### config.mk
export PLATFORM = sky130hd
export DESIGN_NAME = kldc_top
export DESIGN_NICKNAME = d
export VERILOG_FILES = /design/src/hdl/kldc_pkg.sv /design/src/hdl/kldc_pwm_if.sv /design/src/hdl/kldc_pwm_engine.sv /design/src/hdl/kldc_top.sv
export SDC_FILE = /design/constraint.sdc
export NUM_CORES = 1
export LEC_CHECK = 0
export BUFFER_PORTS_ARGS = -buffer_cell sky130_fd_sc_hd__buf_2
export CAP_MARGIN = 10
export CORE_MARGIN = 2
export CORE_UTILIZATION = 35
export CTS_CLUSTER_SIZE = 16
export DETAILED_ROUTE_END_ITERATION = 10
export GPL_ROUTABILITY_DRIVEN = 0
export PLACE_DENSITY_LB_ADDON = 0.08
export SYNTH_ARGS = -nofsm -noshare
export SYNTH_HDL_FRONTEND = slang
export SYNTH_SLANG_ARGS = --single-unit
### constraint.sdc
create_clock -name clk_sys -period 22.5 [get_ports clk_sys]
set_clock_uncertainty 0.2 [all_clocks]
set_input_delay 1.125 -clock clk_sys [delete_from_list [all_inputs] [get_ports clk_sys]]
set_output_delay 1.125 -clock clk_sys [all_outputs]
set_load 0.03 [all_outputs]
### src/hdl/kldc_pkg.sv
// constants and types for the keypad led dimming controller
package kldc_pkg;
  // clock rate and documented times
  localparam int unsigned CLK_MHZ = 200;
  localparam int unsigned FRAME_TIME_NS = 50000; // 50 us frame
  localparam int unsigned SOFT_START_TIME_MS = 20; // boost soft-start
  localparam int unsigned FRAME_CYC = FRAME_TIME_NS * CLK_MHZ / 1000;
  localparam int unsigned SOFT_START_CYC = SOFT_START_TIME_MS * CLK_MHZ * 1000;

  // register offsets
  localparam logic [7:0] ADDR_CTRL = 8'h00;
  localparam logic [7:0] ADDR_KEYPAD = 8'h01;
  localparam logic [7:0] ADDR_EXT_SEL = 8'h06;
  localparam logic [7:0] ADDR_STATUS = 8'h10;

  // control register field positions
  localparam int unsigned CTRL_MODE_BIT = 0;
  localparam int unsigned CTRL_KEYP_EN_BIT = 1;
  localparam int unsigned CTRL_DIM_SEL_BIT = 2;
  localparam int unsigned CTRL_ON1_BIT = 3;
  localparam int unsigned CTRL_BOOST_BIT = 6;
  localparam logic [7:0] CTRL_RESET = 8'h01; // switch mode by default
  localparam logic [6:0] CTRL_MASK = 7'h7F;

  // keypad register field positions
  localparam int unsigned KP_OVL_BIT = 0;
  localparam int unsigned KP_BRIGHT_LSB = 1;
  localparam int unsigned KP_BAL_LSB = 4;
  localparam logic [7:0] KEYPAD_RESET = 8'h00;
  localparam logic [7:0] KEYPAD_MASK = 8'h7F;

  // external gate select field
  localparam int unsigned EXT_SEL_LSB = 0;
  localparam logic [7:0] EXT_SEL_RESET = 8'h00;
  localparam logic [7:0] EXT_SEL_MASK = 8'h07;

  // balance shares are expressed in twelfths of the lit part of the frame
  localparam logic [3:0] SHARE_DEN = 4'hC;

  typedef enum logic [1:0] {
    KLDC_SS_IDLE = 2'b01,
    KLDC_SS_RAMP = 2'b10
  } kldc_ss_state_t;
endpackage

### src/hdl/kldc_pwm_if.sv
// settings and waveforms passed between the register top and the frame engine
`timescale 1ns/1ps
interface kldc_pwm_if;
  logic clear;
  logic [2:0] bright;
  logic [2:0] balance;
  logic overlap;
  logic [2:0] wave;
  logic frame_start;

  modport engine (
    input clear,
    input bright,
    input balance,
    input overlap,
    output wave,
    output frame_start
  );
  modport ctrl (
    output clear,
    output bright,
    output balance,
    output overlap,
    input wave,
    input frame_start
  );
endinterface

### src/hdl/kldc_pwm_engine.sv
// 50 us frame engine producing the three dimmed slot waveforms
`timescale 1ns/1ps
module kldc_pwm_engine #(
  parameter int unsigned FRAME_CYCLES = kldc_pkg::FRAME_CYC
) (
  input wire logic clk_sys,
  input wire logic resetn,
  kldc_pwm_if.engine pif
);
  import kldc_pkg::*;

  // share of each output in twelfths, packed {one, two, three}
  function automatic logic [11:0] kldc_shares(input logic [2:0] bal);
    case (bal)
      3'h0: kldc_shares = {4'hC, 4'h0, 4'h0};
      3'h1: kldc_shares = {4'h0, 4'hC, 4'h0};
      3'h2: kldc_shares = {4'h0, 4'h0, 4'hC};
      3'h3: kldc_shares = {4'h6, 4'h6, 4'h0};
      3'h4: kldc_shares = {4'h0, 4'h6, 4'h6};
      3'h5: kldc_shares = {4'h6, 4'h0, 4'h6};
      3'h6: kldc_shares = {4'h4, 4'h4, 4'h4};
      default: kldc_shares = {4'h6, 4'h3, 4'h3};
    endcase
  endfunction

  // slot length for one share of the lit time
  function automatic logic [31:0] kldc_slot(input logic [31:0] lit, input logic [3:0] sh);
    kldc_slot = (lit * 32'(sh)) / 32'(SHARE_DEN);
  endfunction

  logic [31:0] cnt_reg, cnt_next;
  logic [2:0] bright_reg, bright_next;
  logic [2:0] bal_reg, bal_next;
  logic ovl_reg, ovl_next;
  logic [2:0] wave_reg, wave_next;
  logic fs_reg, fs_next;
  logic [31:0] lit;
  logic [31:0] end1, end2, end3;
  logic [11:0] sh;

  // lit time from the logarithmic brightness code
  always_comb begin
    if (bright_reg == 3'h0) begin
      lit = 32'h0;
    end else begin
      lit = 32'(FRAME_CYCLES) >> (3'h7 - bright_reg);
    end
    sh = kldc_shares(bal_reg);
    end1 = kldc_slot(lit, sh[11:8]);
    end2 = end1 + kldc_slot(lit, sh[7:4]);
    end3 = end2 + kldc_slot(lit, sh[3:0]);
  end

  // frame counter, settings latch and waveform
  always_comb begin
    cnt_next = cnt_reg + 32'h1;
    bright_next = bright_reg;
    bal_next = bal_reg;
    ovl_next = ovl_reg;
    fs_next = 1'b0;
    if (cnt_reg >= 32'(FRAME_CYCLES - 1)) begin
      cnt_next = 32'h0;
      bright_next = pif.bright;
      bal_next = pif.balance;
      ovl_next = pif.overlap;
      fs_next = 1'b1;
    end
    if (ovl_reg) begin
      wave_next = {3{cnt_reg < lit}};
    end else begin
      wave_next[0] = cnt_reg < end1;
      wave_next[1] = (cnt_reg >= end1) && (cnt_reg < end2);
      wave_next[2] = (cnt_reg >= end2) && (cnt_reg < end3);
    end
    if (pif.clear) begin
      cnt_next = 32'h0;
      bright_next = 3'h0;
      bal_next = 3'h0;
      ovl_next = 1'b0;
      wave_next = 3'h0;
      fs_next = 1'b0;
    end
  end

  always_ff @(posedge clk_sys or negedge resetn) begin
    if (!resetn) begin
      cnt_reg <= 32'h0;
      bright_reg <= 3'h0;
      bal_reg <= 3'h0;
      ovl_reg <= 1'b0;
      wave_reg <= 3'h0;
      fs_reg <= 1'b0;
    end else begin
      cnt_reg <= cnt_next;
      bright_reg <= bright_next;
      bal_reg <= bal_next;
      ovl_reg <= ovl_next;
      wave_reg <= wave_next;
      fs_reg <= fs_next;
    end
  end

  assign pif.wave = wave_reg;
  assign pif.frame_start = fs_reg;
endmodule

### src/hdl/kldc_top.sv
// keypad led dimming controller: registers, soft-start blanking and output gating
// Operation
// - mode bit high selects switch, low current sink
// - register dimming needs keypad enable and dimming select
// - each output lit only with its on bit
// - balance 6:4, brightness 3:1, overlap bit 0
// - overlap bit picks slot or simultaneous timing
// - brightness code doubles lit fraction from 1/64
// - balance ignored in overlapping timing
// - codes 000/001/010 give one output everything
// - overlapping timing switches outputs together by duty
// - fixed 50 us frame, slots one two three
// - dimmed slots shrink, frame tail stays dark
// - boost enable low puts converter in standby
// - 20 ms soft-start after enable blanks all outputs
// - without dimming select outputs follow on bits, gated by keypad enable
// - external pulse gates selected outputs active high
// - external or power reset holds register defaults
`timescale 1ns/1ps
module kldc_top #(
  parameter int unsigned FRAME_CYCLES = kldc_pkg::FRAME_CYC,
  parameter int unsigned SOFT_START_CYCLES = kldc_pkg::SOFT_START_CYC
) (
  input wire logic clk_sys,
  input wire logic resetn,
  input wire logic external_reset_n,
  input wire logic ext_pwm_in,
  input wire logic reg_wr,
  input wire logic [7:0] reg_addr,
  input wire logic [7:0] reg_wdata,
  output logic [7:0] reg_rdata,
  output logic led_sink_one,
  output logic led_sink_two,
  output logic led_sink_three,
  output logic output_mode_select,
  output logic boost_run,
  output logic boost_soft_start
);
  import kldc_pkg::*;

  kldc_pwm_if pif ();

  logic ext_rst_s1_reg, ext_rst_s2_reg, ext_rst_s1_next, ext_rst_s2_next;
  logic ext_pwm_s1_reg, ext_pwm_s2_reg, ext_pwm_s1_next, ext_pwm_s2_next;
  logic clear;
  logic [7:0] ctrl_reg, ctrl_next;
  logic [7:0] keypad_reg, keypad_next;
  logic [7:0] ext_sel_reg, ext_sel_next;
  logic [7:0] rdata_reg, rdata_next;
  kldc_ss_state_t ss_reg, ss_next;
  logic [31:0] ss_cnt_reg, ss_cnt_next;
  logic boost_prev_reg, boost_prev_next;
  logic [2:0] led_reg, led_next;
  logic mode_reg, mode_next;
  logic keyp_en, dim_sel, boost_en;
  logic [2:0] on_bits, ext_sel;
  logic wr_ctrl, wr_keypad, wr_ext_sel;
  logic pend_reg, pend_next;
  logic kp_wr_d_reg, kp_wr_d_next;

  // two-flop synchronisers for the reset and pulse pins
  always_comb begin
    ext_rst_s1_next = external_reset_n;
    ext_rst_s2_next = ext_rst_s1_reg;
    ext_pwm_s1_next = ext_pwm_in;
    ext_pwm_s2_next = ext_pwm_s1_reg;
  end

  // reset pin stages start at its idle high level, so no clear follows resetn
  always_ff @(posedge clk_sys or negedge resetn) begin
    if (!resetn) begin
      ext_rst_s1_reg <= 1'b1;
      ext_rst_s2_reg <= 1'b1;
      ext_pwm_s1_reg <= 1'b0;
      ext_pwm_s2_reg <= 1'b0;
    end else begin
      ext_rst_s1_reg <= ext_rst_s1_next;
      ext_rst_s2_reg <= ext_rst_s2_next;
      ext_pwm_s1_reg <= ext_pwm_s1_next;
      ext_pwm_s2_reg <= ext_pwm_s2_next;
    end
  end

  assign clear = ~ext_rst_s2_reg;

  // write strobe aimed at one register offset
  function automatic logic kldc_hit(input logic wr, input logic [7:0] a, input logic [7:0] ofs);
    kldc_hit = wr && (a == ofs);
  endfunction

  // field decode of the control and select registers
  assign keyp_en = ctrl_reg[CTRL_KEYP_EN_BIT];
  assign dim_sel = ctrl_reg[CTRL_DIM_SEL_BIT];
  assign boost_en = ctrl_reg[CTRL_BOOST_BIT];
  assign on_bits = ctrl_reg[CTRL_ON1_BIT +: 3];
  assign ext_sel = ext_sel_reg[EXT_SEL_LSB +: 3];
  assign wr_ctrl = kldc_hit(reg_wr, reg_addr, ADDR_CTRL);
  assign wr_keypad = kldc_hit(reg_wr, reg_addr, ADDR_KEYPAD);
  assign wr_ext_sel = kldc_hit(reg_wr, reg_addr, ADDR_EXT_SEL);

  // control register: mode, enables, on bits and boost enable
  always_comb begin
    ctrl_next = ctrl_reg;
    if (wr_ctrl) begin
      ctrl_next = reg_wdata & {1'b0, CTRL_MASK};
    end
    if (clear) begin
      ctrl_next = CTRL_RESET;
    end
  end

  always_ff @(posedge clk_sys or negedge resetn) begin
    if (!resetn) begin
      ctrl_reg <= CTRL_RESET;
    end else begin
      ctrl_reg <= ctrl_next;
    end
  end

  // dimming settings register: balance, brightness and overlap
  always_comb begin
    keypad_next = keypad_reg;
    if (wr_keypad) begin
      keypad_next = reg_wdata & KEYPAD_MASK;
    end
    if (clear) begin
      keypad_next = KEYPAD_RESET;
    end
  end

  always_ff @(posedge clk_sys or negedge resetn) begin
    if (!resetn) begin
      keypad_reg <= KEYPAD_RESET;
    end else begin
      keypad_reg <= keypad_next;
    end
  end

  // external gate select register
  always_comb begin
    ext_sel_next = ext_sel_reg;
    if (wr_ext_sel) begin
      ext_sel_next = reg_wdata & EXT_SEL_MASK;
    end
    if (clear) begin
      ext_sel_next = EXT_SEL_RESET;
    end
  end

  always_ff @(posedge clk_sys or negedge resetn) begin
    if (!resetn) begin
      ext_sel_reg <= EXT_SEL_RESET;
    end else begin
      ext_sel_reg <= ext_sel_next;
    end
  end

  // read data of the addressed register, status built from live state
  always_comb begin
    case (reg_addr)
      ADDR_CTRL: rdata_next = ctrl_reg;
      ADDR_KEYPAD: rdata_next = keypad_reg;
      ADDR_EXT_SEL: rdata_next = ext_sel_reg;
      ADDR_STATUS: rdata_next = {3'h0, led_reg, pend_reg, ss_reg == KLDC_SS_RAMP};
      default: rdata_next = 8'h00;
    endcase
  end

  always_ff @(posedge clk_sys or negedge resetn) begin
    if (!resetn) begin
      rdata_reg <= 8'h00;
    end else begin
      rdata_reg <= rdata_next;
    end
  end

  // settings handed to the frame engine, latched there at frame end
  assign pif.clear = clear;
  assign pif.bright = keypad_reg[KP_BRIGHT_LSB +: 3];
  assign pif.balance = keypad_reg[KP_BAL_LSB +: 3];
  assign pif.overlap = keypad_reg[KP_OVL_BIT];

  kldc_pwm_engine #(
    .FRAME_CYCLES(FRAME_CYCLES)
  ) u_engine (
    .clk_sys(clk_sys),
    .resetn(resetn),
    .pif(pif)
  );

  // settings pending flag: set by a dimming write, cleared once a frame starts with it
  always_comb begin
    kp_wr_d_next = wr_keypad;
    pend_next = pend_reg;
    if (pif.frame_start && !kp_wr_d_reg) begin
      pend_next = 1'b0;
    end
    if (wr_keypad) begin
      pend_next = 1'b1; // a write wins over a frame start in the same cycle
    end
    if (clear) begin
      pend_next = 1'b0;
      kp_wr_d_next = 1'b0;
    end
  end

  always_ff @(posedge clk_sys or negedge resetn) begin
    if (!resetn) begin
      pend_reg <= 1'b0;
      kp_wr_d_reg <= 1'b0;
    end else begin
      pend_reg <= pend_next;
      kp_wr_d_reg <= kp_wr_d_next;
    end
  end

  // boost soft-start sequencer, started by a rising boost enable
  always_comb begin
    ss_next = ss_reg;
    ss_cnt_next = ss_cnt_reg;
    boost_prev_next = boost_en;
    case (ss_reg)
      KLDC_SS_IDLE: begin
        if (boost_en && !boost_prev_reg) begin
          ss_next = KLDC_SS_RAMP;
          ss_cnt_next = 32'(SOFT_START_CYCLES - 1);
        end
      end
      KLDC_SS_RAMP: begin
        if (!boost_en) begin
          ss_next = KLDC_SS_IDLE;
          ss_cnt_next = 32'h0;
        end else if (ss_cnt_reg == 32'h0) begin
          ss_next = KLDC_SS_IDLE;
        end else begin
          ss_cnt_next = ss_cnt_reg - 32'h1;
        end
      end
      default: begin
        ss_next = KLDC_SS_IDLE;
        ss_cnt_next = 32'h0;
      end
    endcase
    if (clear) begin
      ss_next = KLDC_SS_IDLE;
      ss_cnt_next = 32'h0;
      boost_prev_next = 1'b0;
    end
  end

  always_ff @(posedge clk_sys or negedge resetn) begin
    if (!resetn) begin
      ss_reg <= KLDC_SS_IDLE;
      ss_cnt_reg <= 32'h0;
      boost_prev_reg <= 1'b0;
    end else begin
      ss_reg <= ss_next;
      ss_cnt_reg <= ss_cnt_next;
      boost_prev_reg <= boost_prev_next;
    end
  end

  // per-output gating: keypad enable, on bit, dimming source, external pulse, blanking
  always_comb begin
    logic [2:0] src;
    src = 3'h0;
    for (int i = 0; i < 3; i++) begin
      if (dim_sel) begin
        src[i] = pif.wave[i];
        if (ext_sel[i]) begin
          src[i] = pif.wave[i] & ext_pwm_s2_reg;
        end
      end else begin
        src[i] = 1'b1;
        if (ext_sel[i]) begin
          src[i] = ext_pwm_s2_reg;
        end
      end
    end
    led_next = src & on_bits & {3{keyp_en}};
    if (ss_next == KLDC_SS_RAMP) begin
      led_next = 3'h0; // dark from the edge that starts the ramp
    end
    mode_next = ctrl_reg[CTRL_MODE_BIT];
  end

  always_ff @(posedge clk_sys or negedge resetn) begin
    if (!resetn) begin
      led_reg <= 3'h0;
      mode_reg <= CTRL_RESET[CTRL_MODE_BIT];
    end else begin
      led_reg <= led_next;
      mode_reg <= mode_next;
    end
  end

  assign led_sink_one = led_reg[0];
  assign led_sink_two = led_reg[1];
  assign led_sink_three = led_reg[2];
  assign output_mode_select = mode_reg;
  assign boost_run = boost_en;
  assign boost_soft_start = ss_reg == KLDC_SS_RAMP;
  assign reg_rdata = rdata_reg;
endmodule

* After elaboration in Yosys (flattened, before gate mapping)
Cells that the tools add are included.
** Cells by class
- Add/sub/neg operators :: 5
- Multiply operators :: 3
- Divide/modulo/power cells :: 3
- Order comparisons :: 7
- Equality and inequality tests :: 19
- Shift-type cells :: 1
- Muxes and demuxes :: 46
- Bitwise gates (word level) :: 5
- Reductions and logical operators :: 14
** Operators by type and width (number)
- $mux 32 :: 7
- $lt 32x32->1 :: 4
- $div 32x4->32 const B :: 3
- $mul 32x4->32 :: 3
- $pmux 12 s7 :: 1
- $add 32x32->32 :: 2
- $ge 32x32->1 :: 2
- $pmux 32 s2 :: 1
- $mux 8 :: 6
- $add 32x1->32 const B :: 1
- $ge 32x14->1 const B :: 1
- $logic_not 32->1 :: 1
- $pmux 8 s4 :: 1
- $shr 14x3->32 const A :: 1
- $sub 32x1->32 const B :: 1
- $mux 3 :: 7
- $mux 1 :: 18
- $eq 3x3->1 const B :: 3
- $eq 8x1->1 const B :: 1
- $eq 8x3->1 const B :: 1
- $eq 8x5->1 const B :: 1
- $logic_not 8->1 :: 1
- $mux 2 :: 4
- $ne 2x1->1 const B :: 4
- other kinds (15) :: 28
** Word-level totals
- Flip-flop bits (word level) :: 120

* Logic depth before layout (Yosys ltp)
Gate-level depths: netlist (run 1).
- Depth in word-level cells :: 11
- Mapped depth :: 62
- Gate-level depth less buffers :: 57

* By module
Synthesis (run 1) repeated with hierarchy kept, for this count alone.
** Unflattened totals
- Cells, all modules :: 2308
- Area total of the unflattened synthesis :: 17649.4 µm²
** By module, submodules not included
- kldc_pwm_engine :: times used 1, cells an instance 1901, area an instance 13944.6 µm², sequential area each 1076.0 µm²
- kldc_top :: times used 1, cells an instance 407, area an instance 3704.8 µm², sequential area each 1732.9 µm²

* Worst setup path before layout (run 1)
Ideal clock, no wire load.
- Kind :: flip-flop to flip-flop
- Start :: register u_engine.bright_reg[0]
- End :: register u_engine.wave_reg[2] (netlist: u_engine.pif.wave[2])
- Library setup time :: 0.073 ns
- Arrival :: 11.553 ns
- Data required time :: 22.227 ns
- Slack :: 10.674 ns
- Cell stages (with the launch flop) :: 52
- Cells stage by stage :: dfrtp_1 > inv_1 > ha_1 > or2_2 > o21ai_0 > inv_1 > nor2_1 > fa_1 > fa_1 > ha_1 > nor2b_4 > o2111ai_2 > a31oi_4 > a21o_1 > a2111oi_4 > nor4_1 > o2111a_1 > o32a_1 > [16 not listed] > a21o_1 > a21o_1 > a21o_1 > a21o_1 > a21o_1 > a21o_1 > a21o_1 > a21o_1 > a21o_1 > a21o_1 > a21o_1 > a21o_1 > a21o_1 > a21oi_1 > nor2b_1 > o211ai_1 > a31oi_1 > nor2b_1
** On the way
- Word-level cells in the longest chain between the ends :: 11
- Elaborated cells on any way between the ends :: 18
- Classes of those cells :: 3 x add/sub; 3 x mul; 3 x div; 3 x order compare; 1 x shift; 3 x mux; 2 x reduce/logical
** RTL lines
- start: declaration :: line kldc_pwm_engine.sv:32 : logic [2:0] bright_reg, bright_next;
- start signal: assignment :: line kldc_pwm_engine.sv:95 : bright_reg <= bright_next;
- $sub 3x3->3 :: line kldc_pwm_engine.sv:46 : lit = 32'(FRAME_CYCLES) >> (3'h7 - bright_reg);
- $shr 14x3->32 :: line kldc_pwm_engine.sv:46
- $mux 32 * :: line kldc_pwm_engine.sv:43 : if (bright_reg == 3'h0) begin
- $mul 32x4->32 :: line kldc_pwm_engine.sv:28 : kldc_slot = (lit * 32'(sh)) / 32'(SHARE_DEN);
- $div 32x4->32 :: line kldc_pwm_engine.sv:28
- $add 32x32->32 :: line kldc_pwm_engine.sv:50 : end2 = end1 + kldc_slot(lit, sh[7:4]);
- $add 32x32->32 :: line kldc_pwm_engine.sv:51 : end3 = end2 + kldc_slot(lit, sh[3:0]);
- $lt 32x32->1 :: line kldc_pwm_engine.sv:73 : wave_next[2] = (cnt_reg >= end2) && (cnt_reg < end3);
- $logic_and 1x1->1 :: line kldc_pwm_engine.sv:73
- $mux 3 * :: line kldc_pwm_engine.sv:68 : if (ovl_reg) begin
- $mux 3 * :: line kldc_pwm_engine.sv:75 : if (pif.clear) begin
- via u_engine.wave_next[2] :: line kldc_pwm_engine.sv:35 : logic [2:0] wave_reg, wave_next;
- end signal: assignment :: line kldc_pwm_engine.sv:98 : wave_reg <= wave_next;
- end: declaration :: line kldc_pwm_engine.sv:35
The timed path passes the listed nets; every way through them passes the cells marked *.
A chain may end at the register's enable or synchronous reset.

* Final worst setup path (run 1)
- Start :: register u_engine.bright_reg[1]
- End :: register u_engine.wave_reg[2] (netlist: u_engine.pif.wave[2])
Same word-level chain as after synthesis.

==> flow_metrics.py, run 1 <==
metrics = {
    "finish": {
        "antenna_cells": 0,
        "fillers": 5286,
        "fin_nets": 2570,
        "drive_above_1_share_pct": 6.40,
        "final_core_utilization_pct": 37.3,
        "finalInstanceArea_sq_um": 18700,
        "final_cells": 2986,
        "area_delta_synth_final_pct": 5.26,
    },
    "clock_network": {
        "cts.htree.levels": 3,
        "cts.reportedPaths.clkPinSlew_ns": 0.08,
        "clock_tree.root_cell": "sky130_fd_sc_hd__clkbuf_16",
        "cts_hold_buffers": 0,
        "cts_tree": "done",
        "clock_path_buffers": 2,
        "clock_insertion_delay_worst_skew_ns": 0.36,
        "cts_buffers": 9,
        "tritoncts_num_sinks": 112,
        "postCtsSetupBuffers": 0,
        "cts_resized": 0,
    },
    "drt": {
        "drt_wl_total_um": 51400,
        "routed-via-count": 16768,
        "vias_per_cell": 5.62,
        "routedWlPerCell_um": 17.2,
        "dr.first_iter.drc_count": 1267,
        "number_of_iterations_in_the_first_detailed_routing_pass": 5,
        "drcViolationCount": 0,
        "detail-route-antenna-nets": 0,
    },
    "synth": {
        "synth_compound_area_share_pct": 26.6,
        "yosys.area.top_type_share_pct": 15.0,
        "synthAdderAreaFrac_pct": 19.6,
        "synth.cell_area_sq_um": 17800,
        "synth.largest_area_cell": "sky130_fd_sc_hd__dfrtp_1",
        "synth.mux.area_fraction_pct": 2.21,
        "ys.flop_type": "sky130_fd_sc_hd__dfrtp_1",
        "synth_sequential_area_ratio_pct": 15.8,
        "synth_top_family_by_area": "compound AO/OA/AOI/OAI gates",
        "yosysMostFrequentCell": "sky130_fd_sc_hd__nor2_1",
        "ys_seq_elements": 112,
        "syn-mean-instance-area_sq_um": 7.61,
        "synthTopCellsByCount": "sky130_fd_sc_hd__nor2_1, sky130_fd_sc_hd__nand2_1, sky130_fd_sc_hd__ha_1, sky130_fd_sc_hd__inv_1, sky130_fd_sc_hd__a21oi_1",
        "synth-edff-count": 0,
        "ys_types": 128,
        "synth-xor-area-share_pct": 5.61,
        "synthSimpleGateAreaFrac_pct": 23.6,
        "synth_cells": 2340,
        "async_reset_ff_share_pct": 100,
        "post_synth_main_area_contributors": "sky130_fd_sc_hd__dfrtp_1, sky130_fd_sc_hd__ha_1, sky130_fd_sc_hd__fa_1",
        "synth_warnings": 0,
    },
    "floorplan": {
        "i_o_pin_count": 35,
        "die_y_um": 230,
        "dieWidth_um": 230,
        "row_count": 82,
        "design.core.area_sq_um": 50200,
        "fp.dieArea_sq_um": 52700,
        "initial_core_utilization_pct": 35.5,
    },
    "global_routing": {
        "grt_remaining_overflow": 0,
        "grt_first_pass_wirelength_um": 84400,
        "grt_antenna_before_repair": 0,
        "vias_in_the_first_global_route": 15995,
        "groute.usage.overall_pct": 19.3,
        "grt_start_max_net_pins": 69,
    },
    "placed_design": {
        "buffer_ports.inserted": 32,
        "place_inst": 2970,
        "detailed_place_hpwl_um": 40500,
        "postPlaceCellArea_sq_um": 18500,
    },
    "timing": {
        "timing.final.setup_violations": 0,
        "peak_freq_mhz": 68.0,
        "report.final.slew_viol_count": 0,
        "setup_repair_after_global_routing_missed_its_margin": "no",
        "worst-slew-pin-transition_ns": 1.15,
        "final_min_period_over_clock_period_pct": 65.3,
        "fin_crit_ns": 14.70,
        "fin_setup_tns_ns": 0,
        "timing.max_slew.rel_slack_pct": 22.9,
        "finalHoldViolCount": 0,
    },
    "critical_path": {
        "criticalPathCategory": "reg -> reg",
        "path_delay_family": "compound AO/OA/AOI/OAI gates",
        "cp-end-kind": "flip-flop",
        "timing.critical_path.arrival_ns": 14.78,
        "crit_path_max_fanout": 12,
        "critical_path.max_stage_delay_ns": 0.97,
        "cp_num_buf_inv": 3,
        "worstPathRequired_ns": 22.58,
        "path_depth": 54,
        "r2r_cells": 54,
        "timing.critical_path.mode_cell": "sky130_fd_sc_hd__a21oi_1",
        "crit_slowest_cell": "sky130_fd_sc_hd__nor4_2",
        "cp-start-kind": "flip-flop",
    },
    "run": {
        "maxCapViolCount": 0,
    },
    "power_and_ir_drop": {
        "fin_total_pwr_w": 0.000401,
        "ir_worst_vdd_uv": 35.4,
        "p_leak_nw": 8.40,
        "cellPowerDensity_nw_per_um2": 21.4,
    },
    "worst_hold_path": {
        "whs_path_depth": 0,
        "hold_path.class": "reg -> reg",
    },
    "status": {
        "outcome": "completed",
    },
}
==> final timing paths <==
kind / to / start / slack [ns]
hold reg to reg: ext_rst_s2_reg / ext_rst_s1_reg / 0.15
max in group asynchronous: u_engine.cnt_reg[1] / resetn / 20.27
min in group asynchronous: ss_cnt_reg[12] / resetn / 0.55
setup / recovery: u_engine.pif.wave[2] / u_engine.bright_reg[1] / 7.80
hold / removal: ext_rst_s2_reg / ext_rst_s1_reg / 0.15
setup reg to reg: u_engine.pif.wave[2] / u_engine.bright_reg[1] / 7.80
==> per-layer routing <==
layer	share of wire, %	track usage [%]	vias to the layer above	wire length (um)
met4	2.3	5.07	0	1190
met3	3.1	1.61	41	1590
met5	0	0	-	0
met1	49	27.9	8061	25400
met2	45	30.9	348	23200
li1	-	-	8318	-
==> cells by family after synthesis <==
group | after synthesis
buf+inv | 282
simple gates | 888
fa+ha+maj | 241
xor+xnor | 108
mux | 39
other cells | 1
compound gates | 669
flops | 112
==> where the power goes <==
part	total, W	leakage, nW	switching, W	internal (W)
Clock	0.000155	0.135	0.0000784	0.0000769
Sequential	0.000214	1.47	0.00000571	0.000208
Combinational	0.0000314	6.79	0.0000209	0.0000105
==> per-stage QoR <==
stage	worst slack (ns)	hold slack (ns)
floorplan	10.67	0.131
global placement	8.05	0.143
detailed placement	7.97	0.137
CTS	7.93	0.151
global route	6.56	0.148
finish	7.80	0.153
==> placed cells by master (no fill, tap or decap), types with 25 or more instances in the layout <==
cell type                    n
sky130_fd_sc_hd__nand3_1    59
sky130_fd_sc_hd__nand2_1   232
sky130_fd_sc_hd__and3_1     27
sky130_fd_sc_hd__xor2_1     34
sky130_fd_sc_hd__a21o_1     42
sky130_fd_sc_hd__ha_1      177
sky130_fd_sc_hd__o21a_1     28
sky130_fd_sc_hd__mux2i_1    36
sky130_fd_sc_hd__nor2_1    295
sky130_fd_sc_hd__a21oi_1   164
sky130_fd_sc_hd__inv_1     176
sky130_fd_sc_hd__xnor2_1    70
sky130_fd_sc_hd__o21ai_0   127
sky130_fd_sc_hd__dfrtp_1   107
sky130_fd_sc_hd__nand4_1    25
sky130_fd_sc_hd__nand2b_1   27
sky130_fd_sc_hd__nor4_1     29
sky130_fd_sc_hd__fa_1       63
sky130_fd_sc_hd__nor3_1     69
sky130_fd_sc_hd__buf_2      31
sky130_fd_sc_hd__o21bai_1   28
==> final cells by class <==
type | count | area [sq um] | share of cell area, %
Clock buffer | 10 | 229 | 1.22
Sequential cell | 112 | 2810 | 15.0
Timing Repair Buffer | 41 | 230 | 1.23
Inverter | 181 | 679 | 3.63
Clock inverter | 6 | 50.0 | 0.267
Tap cell | 672 | 841 | 4.49
Multi-Input combinational cell | 1964 | 13900 | 74.2
No activity file was read; power rests on OpenSTA's default activity.
==> run 2, diff against run 1 <==
Clock period 22.5 ns to 15.1 ns, I/O delays scaled along.
==> run 2 against run 1 <==
  * Non-clock buffer count rose by 5
  * Critical path depth rose by 3
  * Power rose by 51%
  * Register-to-register slack got worse by 6.5 ns
  * Setup slack got worse by 6.5 ns
  * Wire length rose by 0.41%
  * Combinational power rose by 50%
  * Sequential power rose by 49%
  * Critical path type unchanged
  * Largest power group unchanged
==> flow_metrics.py, run 2 (synthesized netlist as in run 1, its figures left out) <==
metrics = {
    "drt": {
        "vias_per_cell": 5.59,
        "top_layer_used": "met4",
        "met3RoutedLength_um": 1550,
        "drt_wl_total_um": 51600,
        "routedWlPerCell_um": 17.2,
        "routed-via-count": 16716,
        "number_of_iterations_in_the_first_detailed_routing_pass": 6,
        "detail-route-antenna-nets": 0,
        "dr.first_iter.drc_count": 1208,
        "drcViolationCount": 0,
        "detail_route.wirelength.met1_um": 25500,
        "routed-wl-met2_um": 23600,
    },
    "clock_network": {
        "cts_buffers": 9,
        "clock_insertion_delay_worst_skew_ns": 0.36,
        "cts_tree": "done",
        "tritoncts_num_sinks": 112,
        "clock_tree.root_cell": "sky130_fd_sc_hd__clkbuf_16",
        "cts.reportedPaths.clkPinSlew_ns": 0.08,
        "cts.htree.levels": 3,
        "clock_path_buffers": 2,
    },
    "critical_path": {
        "cp-start-kind": "flip-flop",
        "setup.worst_path.start": "u_engine.bright_reg[1]",
        "crit_path_max_fanout": 12,
        "rr_startpoint": "u_engine.bright_reg[1]",
        "cp-end-kind": "flip-flop",
        "timing.critical_path.mode_cell": "sky130_fd_sc_hd__a21oi_1",
        "crit_slowest_cell": "sky130_fd_sc_hd__dfrtp_1",
        "r2r_cells": 57,
        "worstPathRequired_ns": 15.13,
        "rr_endpoint": "u_engine.pif.wave[2]",
        "criticalPathCategory": "reg -> reg",
        "critical_path.max_stage_delay_ns": 0.48,
        "timing.critical_path.arrival_ns": 13.88,
        "reg2reg_slack_ns": 1.26,
    },
    "finish": {
        "mostFrequentLayoutCell": "sky130_fd_sc_hd__nor2_1",
        "drive_above_1_share_pct": 6.77,
        "area_delta_synth_final_pct": 5.66,
        "antenna_cells": 0,
        "final_cell_mix": "sky130_fd_sc_hd__nor2_1, sky130_fd_sc_hd__nand2_1, sky130_fd_sc_hd__ha_1",
        "final_core_utilization_pct": 37.5,
        "area_used_by_sequential_logic_in_the_layout_sq_um": 2810,
        "footprint_of_the_multi_input_gates_sq_um": 13900,
        "fin_nets": 2575,
        "fillers": 5227,
    },
    "worst_hold_path": {
        "whs_path_depth": 0,
        "hold-path-endpoint": "ext_pwm_s2_reg",
        "min-delay-start": "ext_pwm_s1_reg",
        "hold_path.class": "reg -> reg",
    },
    "power_and_ir_drop": {
        "ir_worst_vdd_uv": 62.0,
        "cellPowerDensity_nw_per_um2": 32.1,
        "p_leak_nw": 8.43,
        "fin_total_pwr_w": 0.000603,
    },
    "timing": {
        "timing.max_slew.rel_slack_pct": 29.4,
        "setup_repair_after_global_routing_missed_its_margin": "no",
        "timing.final.setup_violations": 0,
        "peak_freq_mhz": 72.2,
        "fin_setup_tns_ns": 0,
        "fin_crit_ns": 13.84,
        "report.final.slew_viol_count": 0,
        "finalHoldViolCount": 0,
        "worst-slew-pin-transition_ns": 1.05,
        "final_min_period_over_clock_period_pct": 91.7,
    },
    "placed_design": {
        "detailed_place_hpwl_um": 40800,
        "buffer_ports.inserted": 32,
    },
    "floorplan": {
        "dieWidth_um": 230,
        "initial_core_utilization_pct": 35.5,
        "row_count": 82,
        "fp.dieArea_sq_um": 52700,
        "i_o_pin_count": 35,
        "die_y_um": 230,
        "design.core.area_sq_um": 50200,
    },
    "global_routing": {
        "grt_first_pass_wirelength_um": 84700,
        "grt_start_max_net_pins": 62,
        "grt_remaining_overflow": 0,
        "vias_in_the_first_global_route": 15962,
        "groute.usage.overall_pct": 19.4,
        "grt_antenna_before_repair": 1,
    },
    "run": {
        "maxCapViolCount": 0,
    },
    "status": {
        "outcome": "completed",
    },
}
[run 2: cell type report]
cell class,count,area share (%)
clock buffer,11,1.29
clock inverter,5,0.246
inverter,181,3.63
multi-input combinational,1964,74.0
sequential,112,14.9
tap,672,4.47
timing repair buffer,46,1.42
[run 2: report_power, final]
| group | switching [W] | internal [W] |
|---|---|---|
| combinational | 0.0000314 | 0.0000157 |
| sequential | 0.00000839 | 0.000310 |
| clock | 0.000118 | 0.000120 |
| total | 0.000157 | 0.000446 |
[run 2: how the worst max path moves through the flow]
stage	end	slack [ns]
after floorplan	u_engine.pif.wave[2]	3.27
final	u_engine.pif.wave[2]	1.26
after global routing	u_engine.pif.wave[2]	0.13
after CTS	u_engine.pif.wave[2]	1.02
after global placement	u_engine.pif.wave[2]	1.30
after detailed placement	u_engine.pif.wave[2]	1.06
[run 2: worst max-delay path: cells and delay by family (launching register included)]
| family | cells | cell delay [ns] |
|---|---|---|
| AND/OR/NAND/NOR | 12 | 2.42 |
| XOR/XNOR | 1 | 0.28 |
| flip-flops | 1 | 0.48 |
| buffers and inverters | 6 | 1.32 |
| AO/OA/AOI/OAI | 30 | 6.45 |
| multiplexers | 1 | 0.17 |
| adder cells (fa/ha/maj) | 7 | 2.39 |
[run 2: per-layer routing]
layer  vias up  track usage [%]
li1       8322                -
met1      8013             27.9
met2       341             31.8
met3        40             1.44
met4         0             3.90
met5         -                0
[run 2: per-stage QoR]
stage / std cells / setup slack, ns / instance area (sq um) / hold slack, ns
final: 2991 / 1.26 / 18800 / 0.154
after floorplan: 2358 / 3.27 / 17900 / 0.131
after detailed placement: 2975 / 1.06 / 18500 / 0.141
after CTS: 2991 / 1.02 / 18800 / 0.150
after global placement: 2975 / 1.30 / 18500 / 0.140
after global routing: 2991 / 0.126 / 18800 / 0.159
[run 2: repair_timing]
| item | in CTS | in global routing |
|---|---|---|
| setup buffers | 0 | 0 |
| setup endpoints to repair | 0 | 1 |
| hold buffers | 0 | 0 |
| gates resized for setup | 0 | 6 |
